$ cat src/umpi_pkg.sv
// shared constants and types for the uart modem pin interface
package umpi_pkg;

	// ----------------------------------------------------------------
	// line format and timing
	// ----------------------------------------------------------------
	localparam int DATA_BITS = 8;
	localparam int DIV_WIDTH = 16;
	localparam logic [3:0] OVERSAMPLE = 4'hf;
	localparam logic [4:0] START_WAIT = 5'h17;
	localparam logic [3:0] FRAME_BITS = 4'ha;
	localparam int RX_FIFO_DEPTH = 8;

	// ----------------------------------------------------------------
	// modem input bit positions
	// ----------------------------------------------------------------
	localparam int MDM_CTS = 0;
	localparam int MDM_DSR = 1;
	localparam int MDM_DCD = 2;
	localparam int MDM_RI = 3;

	// ----------------------------------------------------------------
	// interrupt identification codes
	// ----------------------------------------------------------------
	localparam logic [3:0] IID_NONE = 4'h1;
	localparam logic [3:0] IID_LINE = 4'h6;
	localparam logic [3:0] IID_RXDATA = 4'h4;
	localparam logic [3:0] IID_TXEMPTY = 4'h2;
	localparam logic [3:0] IID_MODEM = 4'h0;

	// ----------------------------------------------------------------
	// reset values
	// ----------------------------------------------------------------
	localparam logic [3:0] MDM_RESET = 4'hf;
	localparam logic [9:0] TX_IDLE_SHIFT = 10'h3ff;

	typedef enum logic [1:0] {
		UMPI_RX_IDLE,
		UMPI_RX_START,
		UMPI_RX_DATA,
		UMPI_RX_STOP
	} umpi_rx_state_type;

endpackage : umpi_pkg

$ cat src/umpi_uart.sv
// receive fifo and the uart modem pin interface top level
`timescale 1ns/10ps

// ----------------------------------------------------------------
// Overview of operation
// ----------------------------------------------------------------
// Overview of operation
// [RULE1] The serial receive line is synchronised by two flip-flops before the receiver uses it.
// [RULE2] The active-low ring input is reported and its trailing edge sets a sticky flag.
// [RULE3] Transmit data leaves on the serial output line, timed by the bit-rate clock.
// [RULE4] The active-low send request output follows its control bit.
// [RULE5] The active-low terminal ready output follows its control bit.
// [RULE6] The two user outputs drive the inverse of their control bits.
// [RULE7] The high interrupt output is set while an enabled event is pending, with an id code.
// [RULE8] An active-low bit-rate clock derived from the system clock is driven out.
// [RULE9] The receiver ready output is low while received data waits to be read.
// [RULE10] The transmitter ready output is low while the transmit holding slot is free.
// [RULE11] The receive queue empty flag is high while the receive fifo holds nothing.
// [RULE12] The receive queue full flag is high while the receive fifo is full.
// [RULE13] The system clock is divided by the divisor, then by sixteen, to form the bit rate.
// [RULE14] After a low start edge the receiver waits one and a half bits, then samples mid bit.
// [RULE15] Clear-to-send, data-set-ready and carrier inputs are reported with change flags.
// [RULE16] All modem inputs pass two flip-flops before levels or edges are taken from them.

// ----------------------------------------------------------------
// receive fifo
// ----------------------------------------------------------------
module umpi_fifo #(
	parameter int WIDTH = 8,
	parameter int DEPTH = 8
) (
	input wire logic clk_sys,
	input wire logic nrst,
	input wire logic [WIDTH-1:0] in_data,
	input wire logic in_valid,
	output logic in_ready,
	output logic [WIDTH-1:0] out_data,
	output logic out_valid,
	input wire logic out_ready,
	output logic empty,
	output logic full
);
	localparam int AW = (DEPTH > 1) ? $clog2(DEPTH) : 1;

	typedef struct packed {
		logic [AW-1:0] wr_ptr;
		logic [AW-1:0] rd_ptr;
		logic [AW:0] count;
	} umpi_fifo_state_type;

	umpi_fifo_state_type s_q, s_d;
	logic [WIDTH-1:0] mem [DEPTH];
	logic push, pop;

	if (DEPTH < 2 || (DEPTH & (DEPTH - 1)) != 0 || WIDTH < 1) begin : g_bad_size
		$error("umpi_fifo: depth must be a power of two of at least 2");
	end

	assign push = in_valid && in_ready;
	assign pop = out_valid && out_ready;
	assign in_ready = (s_q.count != (AW+1)'(DEPTH));
	assign out_valid = (s_q.count != '0);
	assign empty = (s_q.count == '0);
	assign full = (s_q.count == (AW+1)'(DEPTH));
	assign out_data = mem[s_q.rd_ptr];

	always_comb begin
		s_d = s_q;
		if (push) begin
			s_d.wr_ptr = s_q.wr_ptr + 1'b1;
		end
		if (pop) begin
			s_d.rd_ptr = s_q.rd_ptr + 1'b1;
		end
		if (push && !pop) begin
			s_d.count = s_q.count + 1'b1;
		end else if (pop && !push) begin
			s_d.count = s_q.count - 1'b1;
		end
	end

	always_ff @(posedge clk_sys or negedge nrst) begin
		if (!nrst) begin
			s_q <= '0;
		end else begin
			s_q <= s_d;
		end
	end

	always_ff @(posedge clk_sys) begin
		if (push) begin
			mem[s_q.wr_ptr] <= in_data;
		end
	end
endmodule : umpi_fifo

// ----------------------------------------------------------------
// uart modem pin interface
// ----------------------------------------------------------------
module umpi_uart #(
	parameter int FIFO_DEPTH = umpi_pkg::RX_FIFO_DEPTH
) (
	input wire logic clk_sys,
	input wire logic nrst,
	input wire logic [umpi_pkg::DIV_WIDTH-1:0] divisor,
	input wire logic ctl_send_request,
	input wire logic ctl_terminal_ready,
	input wire logic ctl_user_a,
	input wire logic ctl_user_b,
	input wire logic ie_rx_data,
	input wire logic ie_tx_empty,
	input wire logic ie_line_status,
	input wire logic ie_modem_status,
	input wire logic [7:0] tx_data,
	input wire logic tx_write,
	output logic [7:0] rx_data,
	input wire logic rx_read,
	input wire logic line_status_read,
	input wire logic modem_status_read,
	input wire logic serial_rx_line,
	input wire logic phone_bell_sense,
	input wire logic clear_send_low,
	input wire logic data_set_ready_low,
	input wire logic carrier_detect_low,
	output logic serial_tx_line,
	output logic send_request_low,
	output logic terminal_ready_low,
	output logic user_output_a_low,
	output logic user_output_b_low,
	output logic irq_line,
	output logic [3:0] irq_id,
	output logic bit_rate_clock_low,
	output logic rx_available_low,
	output logic tx_space_low,
	output logic rxfifo_empty,
	output logic rxfifo_full,
	output logic [3:0] modem_state,
	output logic [3:0] modem_delta,
	output logic rx_overrun,
	output logic rx_frame_error
);
	typedef struct packed {
		logic [umpi_pkg::DIV_WIDTH-1:0] div_cnt;
		logic tick;
		logic baud_low;
		logic [7:0] tx_hold;
		logic tx_hold_full;
		logic [9:0] tx_shift;
		logic [3:0] tx_bits;
		logic [3:0] tx_tick;
		logic rx_meta;
		logic rx_s;
		logic [3:0] mdm_meta;
		logic [3:0] mdm_s;
		logic [3:0] mdm_prev;
		logic [3:0] delta;
		umpi_pkg::umpi_rx_state_type rx_st;
		logic [4:0] rx_tick;
		logic [3:0] rx_bits;
		logic [7:0] rx_shift;
		logic rx_pend;
		logic [7:0] rx_pend_data;
		logic overrun;
		logic frame_err;
		logic [3:0] out_pins;
		logic irq;
		logic [3:0] iid;
		logic q_empty;
		logic q_full;
		logic rx_avail_low;
		logic tx_space_low;
	} umpi_state_type;

	umpi_state_type s_q, s_d;
	logic fifo_in_ready, fifo_out_valid, fifo_empty, fifo_full;
	logic [3:0] mdm_pins;

	if (FIFO_DEPTH < 2) begin : g_bad_depth
		$error("umpi_uart: receive fifo depth must be at least 2");
	end

	assign mdm_pins = {phone_bell_sense, carrier_detect_low, data_set_ready_low, clear_send_low};

	umpi_fifo #(
		.WIDTH(umpi_pkg::DATA_BITS),
		.DEPTH(FIFO_DEPTH)
	) u_rx_fifo (
		.clk_sys(clk_sys),
		.nrst(nrst),
		.in_data(s_q.rx_pend_data),
		.in_valid(s_q.rx_pend),
		.in_ready(fifo_in_ready),
		.out_data(rx_data),
		.out_valid(fifo_out_valid),
		.out_ready(rx_read),
		.empty(fifo_empty),
		.full(fifo_full)
	);

	always_comb begin
		s_d = s_q;

		// ----------------------------------------------------------------
		// bit-rate divider, sixteen ticks per bit
		// ----------------------------------------------------------------
		s_d.tick = 1'b0;
		if (divisor == '0) begin
			s_d.div_cnt = '0;
		end else if (s_q.div_cnt >= divisor - 1'b1) begin
			s_d.div_cnt = '0;
			s_d.tick = 1'b1; // [RULE13]
		end else begin
			s_d.div_cnt = s_q.div_cnt + 1'b1;
		end
		s_d.baud_low = !(s_d.div_cnt < (divisor >> 1)); // [RULE8]

		// ----------------------------------------------------------------
		// synchronisers
		// ----------------------------------------------------------------
		s_d.rx_meta = serial_rx_line;
		s_d.rx_s = s_q.rx_meta; // [RULE1]
		s_d.mdm_meta = mdm_pins;
		s_d.mdm_s = s_q.mdm_meta; // [RULE16]
		s_d.mdm_prev = s_q.mdm_s;

		// ----------------------------------------------------------------
		// modem status and change flags, set beats clear
		// ----------------------------------------------------------------
		if (modem_status_read) begin
			s_d.delta = '0;
		end
		for (int i = 0; i < 3; i++) begin
			if (s_q.mdm_s[i] != s_q.mdm_prev[i]) begin
				s_d.delta[i] = 1'b1; // [RULE15]
			end
		end
		if (s_q.mdm_s[umpi_pkg::MDM_RI] && !s_q.mdm_prev[umpi_pkg::MDM_RI]) begin
			s_d.delta[umpi_pkg::MDM_RI] = 1'b1; // [RULE2]
		end

		// ----------------------------------------------------------------
		// transmitter
		// ----------------------------------------------------------------
		if (tx_write && !s_q.tx_hold_full) begin
			s_d.tx_hold = tx_data;
			s_d.tx_hold_full = 1'b1;
		end
		if (s_q.tick) begin
			if (s_q.tx_bits == '0) begin
				if (s_q.tx_hold_full) begin
					s_d.tx_shift = {1'b1, s_q.tx_hold, 1'b0};
					s_d.tx_bits = umpi_pkg::FRAME_BITS;
					s_d.tx_tick = '0;
					s_d.tx_hold_full = 1'b0;
				end
			end else if (s_q.tx_tick == umpi_pkg::OVERSAMPLE) begin
				s_d.tx_tick = '0;
				s_d.tx_shift = {1'b1, s_q.tx_shift[9:1]}; // [RULE3]
				s_d.tx_bits = s_q.tx_bits - 1'b1;
			end else begin
				s_d.tx_tick = s_q.tx_tick + 1'b1;
			end
		end

		// ----------------------------------------------------------------
		// receiver
		// ----------------------------------------------------------------
		if (s_q.rx_pend && fifo_in_ready) begin
			s_d.rx_pend = 1'b0;
		end
		if (line_status_read) begin
			s_d.overrun = 1'b0;
			s_d.frame_err = 1'b0;
		end
		if (s_q.tick) begin
			case (s_q.rx_st)
				umpi_pkg::UMPI_RX_IDLE: begin
					if (!s_q.rx_s) begin
						s_d.rx_st = umpi_pkg::UMPI_RX_START;
						s_d.rx_tick = '0;
					end
				end
				umpi_pkg::UMPI_RX_START: begin
					if (s_q.rx_tick == umpi_pkg::START_WAIT) begin
						s_d.rx_shift = {s_q.rx_s, s_q.rx_shift[7:1]}; // [RULE14]
						s_d.rx_bits = 4'h1;
						s_d.rx_tick = '0;
						s_d.rx_st = umpi_pkg::UMPI_RX_DATA;
					end else begin
						s_d.rx_tick = s_q.rx_tick + 1'b1;
					end
				end
				umpi_pkg::UMPI_RX_DATA: begin
					if (s_q.rx_tick == {1'b0, umpi_pkg::OVERSAMPLE}) begin
						s_d.rx_tick = '0;
						if (s_q.rx_bits == 4'(umpi_pkg::DATA_BITS)) begin
							s_d.rx_st = umpi_pkg::UMPI_RX_IDLE;
							if (!s_q.rx_s) begin
								s_d.frame_err = 1'b1;
							end else if (s_d.rx_pend) begin
								s_d.overrun = 1'b1;
							end else begin
								s_d.rx_pend = 1'b1;
								s_d.rx_pend_data = s_q.rx_shift;
							end
						end else begin
							s_d.rx_shift = {s_q.rx_s, s_q.rx_shift[7:1]};
							s_d.rx_bits = s_q.rx_bits + 1'b1;
						end
					end else begin
						s_d.rx_tick = s_q.rx_tick + 1'b1;
					end
				end
				default: begin
					s_d.rx_st = umpi_pkg::UMPI_RX_IDLE;
				end
			endcase
		end

		// ----------------------------------------------------------------
		// pins and flags
		// ----------------------------------------------------------------
		s_d.out_pins = {!ctl_user_b, !ctl_user_a, !ctl_terminal_ready, !ctl_send_request}; // [RULE6]
		s_d.q_empty = fifo_empty; // [RULE11]
		s_d.q_full = fifo_full; // [RULE12]
		s_d.rx_avail_low = !fifo_out_valid; // [RULE9]
		s_d.tx_space_low = s_d.tx_hold_full; // [RULE10]

		s_d.iid = umpi_pkg::IID_NONE;
		if (ie_line_status && (s_q.overrun || s_q.frame_err)) begin
			s_d.iid = umpi_pkg::IID_LINE;
		end else if (ie_rx_data && fifo_out_valid) begin
			s_d.iid = umpi_pkg::IID_RXDATA;
		end else if (ie_tx_empty && !s_q.tx_hold_full) begin
			s_d.iid = umpi_pkg::IID_TXEMPTY;
		end else if (ie_modem_status && (s_q.delta != '0)) begin
			s_d.iid = umpi_pkg::IID_MODEM;
		end
		s_d.irq = (s_d.iid != umpi_pkg::IID_NONE); // [RULE7]
	end

	always_ff @(posedge clk_sys or negedge nrst) begin
		if (!nrst) begin
			s_q <= '0;
			s_q.baud_low <= 1'b1;
			s_q.tx_shift <= umpi_pkg::TX_IDLE_SHIFT;
			s_q.rx_meta <= 1'b1;
			s_q.rx_s <= 1'b1;
			s_q.mdm_meta <= umpi_pkg::MDM_RESET;
			s_q.mdm_s <= umpi_pkg::MDM_RESET;
			s_q.mdm_prev <= umpi_pkg::MDM_RESET;
			s_q.out_pins <= 4'hf;
			s_q.iid <= umpi_pkg::IID_NONE;
			s_q.q_empty <= 1'b1;
			s_q.rx_avail_low <= 1'b1;
		end else begin
			s_q <= s_d;
		end
	end

	assign serial_tx_line = s_q.tx_shift[0]; // [RULE3]
	assign send_request_low = s_q.out_pins[0]; // [RULE4]
	assign terminal_ready_low = s_q.out_pins[1]; // [RULE5]
	assign user_output_a_low = s_q.out_pins[2];
	assign user_output_b_low = s_q.out_pins[3];
	assign irq_line = s_q.irq;
	assign irq_id = s_q.iid;
	assign bit_rate_clock_low = s_q.baud_low;
	assign rx_available_low = s_q.rx_avail_low;
	assign tx_space_low = s_q.tx_space_low;
	assign rxfifo_empty = s_q.q_empty;
	assign rxfifo_full = s_q.q_full;
	assign modem_state = ~s_q.mdm_s;
	assign modem_delta = s_q.delta;
	assign rx_overrun = s_q.overrun;
	assign rx_frame_error = s_q.frame_err;
endmodule : umpi_uart

$ cat config.mk
export PLATFORM = sky130hd
export DESIGN_NAME = umpi_uart
export DESIGN_NICKNAME = d
export VERILOG_FILES = /design/src/umpi_pkg.sv /design/src/umpi_uart.sv
export SDC_FILE = /design/constraint.sdc
export NUM_CORES = 1
export LEC_CHECK = 0
export BUFFER_PORTS_ARGS = -buffer_cell sky130_fd_sc_hd__buf_2
export CAP_MARGIN = 10
export CORE_MARGIN = 2
export CORE_UTILIZATION = 55
export DETAILED_ROUTE_END_ITERATION = 10
export PLACE_DENSITY = 0.73
export SLEW_MARGIN = 20
export SYNTH_ARGS = -nofsm -noshare
export SYNTH_HDL_FRONTEND = slang
export SYNTH_SLANG_ARGS = --single-unit
$ cat constraint.sdc
create_clock -name clk_sys -period 8.7 [get_ports clk_sys]
set_input_delay 0 -clock clk_sys [delete_from_list [all_inputs] [get_ports clk_sys]]
set_output_delay 0 -clock clk_sys [all_outputs]
set_load 0.05 [all_outputs]
Yosys cells after proc, flatten, opt, wreduce, memory -nomap -nowiden
Memory sizes are Yosys's and may differ from the RTL's. Cells that the tools add are included.

RAM bits: 64. Memories: 1. Memory bits (read-only): 0. Bits in latches: 0. Register bits: 115. Output and inout bits: 33. Word-level logic and storage cells: 153. Input port bits: 43.

Reductions and logical operators: 41. Bitwise gates (word level): 2. Shift operators: 0. Divide/modulo/power cells: 0. Add/sub/neg operators: 10. Order comparisons: 2. Equal/unequal tests: 18. Muxes and demuxes: 45. Multipliers: 0.

Memories: u_rx_fifo.mem (words 8, width 8, read ports 1, clocked after Yosys merged registers in 0, write ports 1, line umpi_uart.sv:52) `logic [WIDTH-1:0] mem [DEPTH];`.

Operator list (number): $mux 19 (2); $mux 11 (3); $mux 16 (2); $mux 12 (2); $pmux 12 s2 (1); $mux 23 (1); $mux 18 (1); $add 16x1->16 const B (1); $ge 16x16->1 (1); $logic_not 16->1 (1); $lt 16x15->1 (1); $mux 4 (4); $sub 16x1->16 const B (1); $pmux 5 s3 (1); $mux 1 (14); $mux 14 (1); $reduce_bool 2->1 (7); $add 4x1->4 const B (3); $eq 4x4->1 const B (3); $ne 2x2->1 const B (6); $logic_and 1x1->1 (10); $logic_not 1->1 (10); $mux 10 (1); $mux 2 (5); other kinds (26) (36).

Depth between registers and ports, before layout
Word-level depth: 9. Depth in mapped cells: 23. Mapped depth without buffers: 21.

Cells and area by module
A second synthesis with hierarchy kept.

Cells, all modules: 668. Area, all modules: 8553.2 um2.

By module, submodules not included: umpi_uart (seq. area each 2642.5 um2, times used 1, cells each 510, area each 5439.0 um2); umpi_fifo (seq. area each 2172.1 um2, times used 1, cells each 158, area each 3114.2 um2).

Worst setup path after synthesis
OpenSTA, ideal clock, no wires.

Kind: input-to-reg. Start: in divisor[0] (netlist bit). End: reg s_q (netlist bit bit_rate_clock_low). Path buffers: 2. Required time: 8610 ps. Slack: 4950 ps. Setup time: 90 ps. Cell stages on the path: 23. Arrival: 3660 ps. Cell sequence: inv_1 ha_1 or4b_4 nor3_2 nand2_1 nor4_1 xnor2_1 ha_1 nand2_1 nor2_1 nand2_1 o311ai_0 nand2b_1 buf_6 buf_12 nor2_1 ha_1 nor2b_1 o211ai_1 a21oi_1 o31a_1 o21ai_0 o211ai_1.

RTL lines: start: declaration (line umpi_uart.sv:105) `input wire logic [umpi_pkg::DIV_WIDTH-1:0] divisor,`; end: declaration (line umpi_uart.sv:174) `umpi_state_type s_q, s_d;`.

==> impl_metrics.json <==
{
  "ant_nets": 0,
  "slew_violations": 0,
  "drtIter0Drc": 326,
  "wirelength_um": 15340,
  "routedWlPerCell_um": 16.04,
  "drc": 0,
  "muxShareOfSynthArea_pct": 9.345,
  "clk_path_buf_depth": 2,
  "synthCells": 665,
  "cts_sinks": 177,
  "critPathKind": "in2reg",
  "crit_path_end_kind": "flip-flop",
  "final_cell_mix": "dfrtp_1 (81), buf_2 (73), edfxtp_1 (64)",
  "fin_skew_ns": 0.008141,
  "first_global_vias": 5361,
  "grt_pass1_wl_um": 25650,
  "slew_headroom_pct": 34.93,
  "synth-warning-count": 0,
  "path_buf_inv": 2,
  "cpLargestDelayFamily": "simple AND/OR/NAND/NOR gates",
  "die_area_um2": 16070,
  "clkTransAtPathRegs_ns": 0.07,
  "yosys.cell_types.count": 55,
  "fin_setup_tns_ns": 0,
  "drive_gt1_share_pct": 25.52,
  "antenna_found_initial": 0,
  "syn_avg_cell_area_um2": 12.46,
  "cts-resized-gates": 0,
  "syn_to_final_growth_pct": 15.66,
  "synth.net_count": 756,
  "finalCritPeriodShare_pct": 48.80,
  "insertion_delay_ns": 0.42,
  "tightestPinTransition_ns": 0.9686,
  "synth_edf_count": 64,
  "cp_cell_sequence": "buf_2 -> inv_1 -> ha_1 -> or4b_4 -> nor3_2 -> nand2_1 -> nor4_1 -> xnor2_1 -> ha_1 -> nand2_1 -> nor2_1 -> nand2_1 -> o311ai_0 -> nand2b_1 -> nor2_1 -> ha_1 -> nand2_1 -> nor3_1 -> o21ai_0 -> nor4_1 -> nor2b_1 -> o211ai_1",
  "fp.dieH_um": 126.8,
  "p_per_area_nw_per_um2": 198.7,
  "gr-usage-all-layers_pct": 20.12,
  "synth_top_flop_cell": "dfrtp_1",
  "hold_viol": 0,
  "place.gp.congestion": 0.8769,
  "grt_start_max_net_pins": 63,
  "fin_crit_ns": 4.246,
  "yosys.area_share.simple_pct": 11.10,
  "netlist_area_um2": 8288,
  "critPathMaxStageDelay_ns": 0.55,
  "drtPass1Iterations": 5,
  "rsz0062_at_grt": "no",
  "nets": 850,
  "synthArstFlopShare_pct": 63.84,
  "synth_compound_area_share_pct": 6.280,
  "seqCellArea_um2": 4790,
  "fillerInstances": 1082,
  "ys_seq_area_share_pct": 57.77,
  "num_antenna_cells": 0,
  "layout_commonest_cell": "dfrtp_1",
  "cpMostUsedCell": "nand2_1",
  "multi_input_area_um2": 3169,
  "fp.dieW_um": 126.8,
  "start_util_pct": 56.60,
  "synth-xor-area-share_pct": 4.016,
  "gr-total-overflow": 0,
  "clock.fmax_ghz": 0.2355,
  "vias_per_cell": 5.555,
  "coreArea_um2": 14640,
  "crit_path_start_kind": "input port",
  "numPortBuffers": 74,
  "hold_path.class": "in2reg",
  "outcome": "completed",
  "peakVddDrop_uv": 157.7,
  "finalSetupViolCount": 0,
  "rows": 44,
  "maxCapViolCount": 0,
  "synth_top_family_by_area": "simple AND/OR/NAND/NOR gates",
  "cts_buffers": 17,
  "place_hpwl_um": 10780,
  "p_leak_nw": 3.934,
  "whs_ns": 0.01264,
  "pin_count": 76,
  "cts_root_buffer": "clkbuf_16",
  "cp_max_fo": 17,
  "critPathArrivalTime_ns": 4.59,
  "synthAdderAreaFrac_pct": 7.337,
  "via_count": 5311,
  "slowest_stage": "nand2b_1",
  "ys_ff_latch": 177,
  "cts_tree": "yes",
  "htreeDepth": 4,
  "critPathRequiredTime_ns": 9.04
}
worst min-delay path, delay by kind of cell:
family                 cells  cell delay [ns]
and+or+nand+nor            2             0.27
buffers and inverters      1             0.12
kinds of logic after synthesis:
group / Yosys count
simple gates: 186
flops: 177
compound gates: 88
buf+inv: 74
mux: 53
fa+ha+maj: 48
xor+xnor: 38
other cells: 1
per-layer routing:
metal	GRT usage (%)	part of all wire, %
met1	25.77	44
met2	34.34	51
met3	4.429	3.9
met4	6.658	1.3
met5	0	0
final timing paths:
| kind | cells after the start | from | end | slack (ns) |
|---|---|---|---|---|
| min | 3 | divisor[15] | s_q[89]$_DFF_PN0_ | 0.01 |
| min in group asynchronous | 2 | nrst | modem_delta[0]$_DFFE_PN0P_ | 0.14 |
| max reg2reg | 13 | s_q[97]$_DFF_PN0_ | bit_rate_clock_low$_DFF_PN1_ | 4.79 |
| max in group asynchronous | 3 | nrst | u_rx_fifo.s_q[4]$_DFFE_PN0P_ | 7.33 |
| max | 22 | divisor[0] | bit_rate_clock_low$_DFF_PN1_ | 4.45 |
| min reg2reg | 0 | s_d[59]$_DFF_PN1_ | s_q[59]$_DFF_PN1_ | 0.35 |
power by group:
part | internal, mW | switching (mW) | total [mW]
Sequential | 0.911 | 0.0425 | 0.953
Combinational | 0.0974 | 0.124 | 0.221
Clock | 0.403 | 0.327 | 0.730
Total | 1.41 | 0.493 | 1.90
stage by stage:
step | setup WS (ns) | power (mW) | util (%) | area [µm²] | std cells
after floorplan | 4.950 | 1.110 | - | 8288 | 665
after global placement | 4.311 | 1.165 | 59.70 | 8742 | 898
after detailed placement | 4.056 | 1.180 | 59.70 | 8742 | 898
after CTS | 4.507 | 1.919 | 65.38 | 9574 | 956
after global routing | 4.102 | 1.985 | 65.46 | 9585 | 956
final | 4.454 | 1.904 | 65.46 | 9585 | 956
cells in the mapped netlist (3+ instances only):
library cell / count / area [µm²]
mux4_2: 16 / 360.4
a31oi_1: 3 / 18.77
inv_1: 47 / 176.4
nand2_1: 53 / 198.9
nand4_1: 10 / 62.56
nor2_1: 41 / 153.9
buf_2: 4 / 20.02
nand2b_1: 11 / 68.82
edfxtp_1: 64 / 1922
o22ai_1: 4 / 25.02
xor2_1: 11 / 96.34
o21ai_0: 32 / 160.2
ha_1: 47 / 588.1
or4_1: 3 / 22.52
and2_1: 4 / 25.02
o41ai_1: 3 / 26.28
dfrtp_1: 82 / 2052
dfstp_2: 31 / 814.5
nand3_1: 21 / 105.1
a21oi_1: 27 / 135.1
and3_1: 11 / 68.82
nor4_1: 4 / 25.02
nor3_1: 10 / 50.05
clkbuf_1: 11 / 41.29
xnor2_1: 27 / 236.5
buf_4: 9 / 67.56
a22o_1: 3 / 26.28
mux2_2: 35 / 394.1
nor2b_1: 6 / 37.54
sequential cells by signal, summed over array words and instances, names as in the netlist, 3 cells and up:
register,cells
s_q,75
u_rx_fifo.mem,64
u_rx_fifo.s_q,10
s_d,9
modem_delta,4
irq_id,3
final cells by class:
class | count | share of cell area [%]
Clock inverter | 11 | 0.9529
Sequential cell | 177 | 49.97
Multi-Input combinational cell | 414 | 33.06
Inverter | 47 | 1.840
Clock buffer | 21 | 5.012
Tap cell | 184 | 2.402
Timing Repair Buffer | 102 | 6.762
what timing repair did:
| item | in CTS | in global routing |
|---|---|---|
| hold buffers | 26 | 0 |
| hold endpoints to repair | 81 | 0 |
| setup buffers | 0 | 0 |
Note: power is estimated with default switching activity, not from simulation.
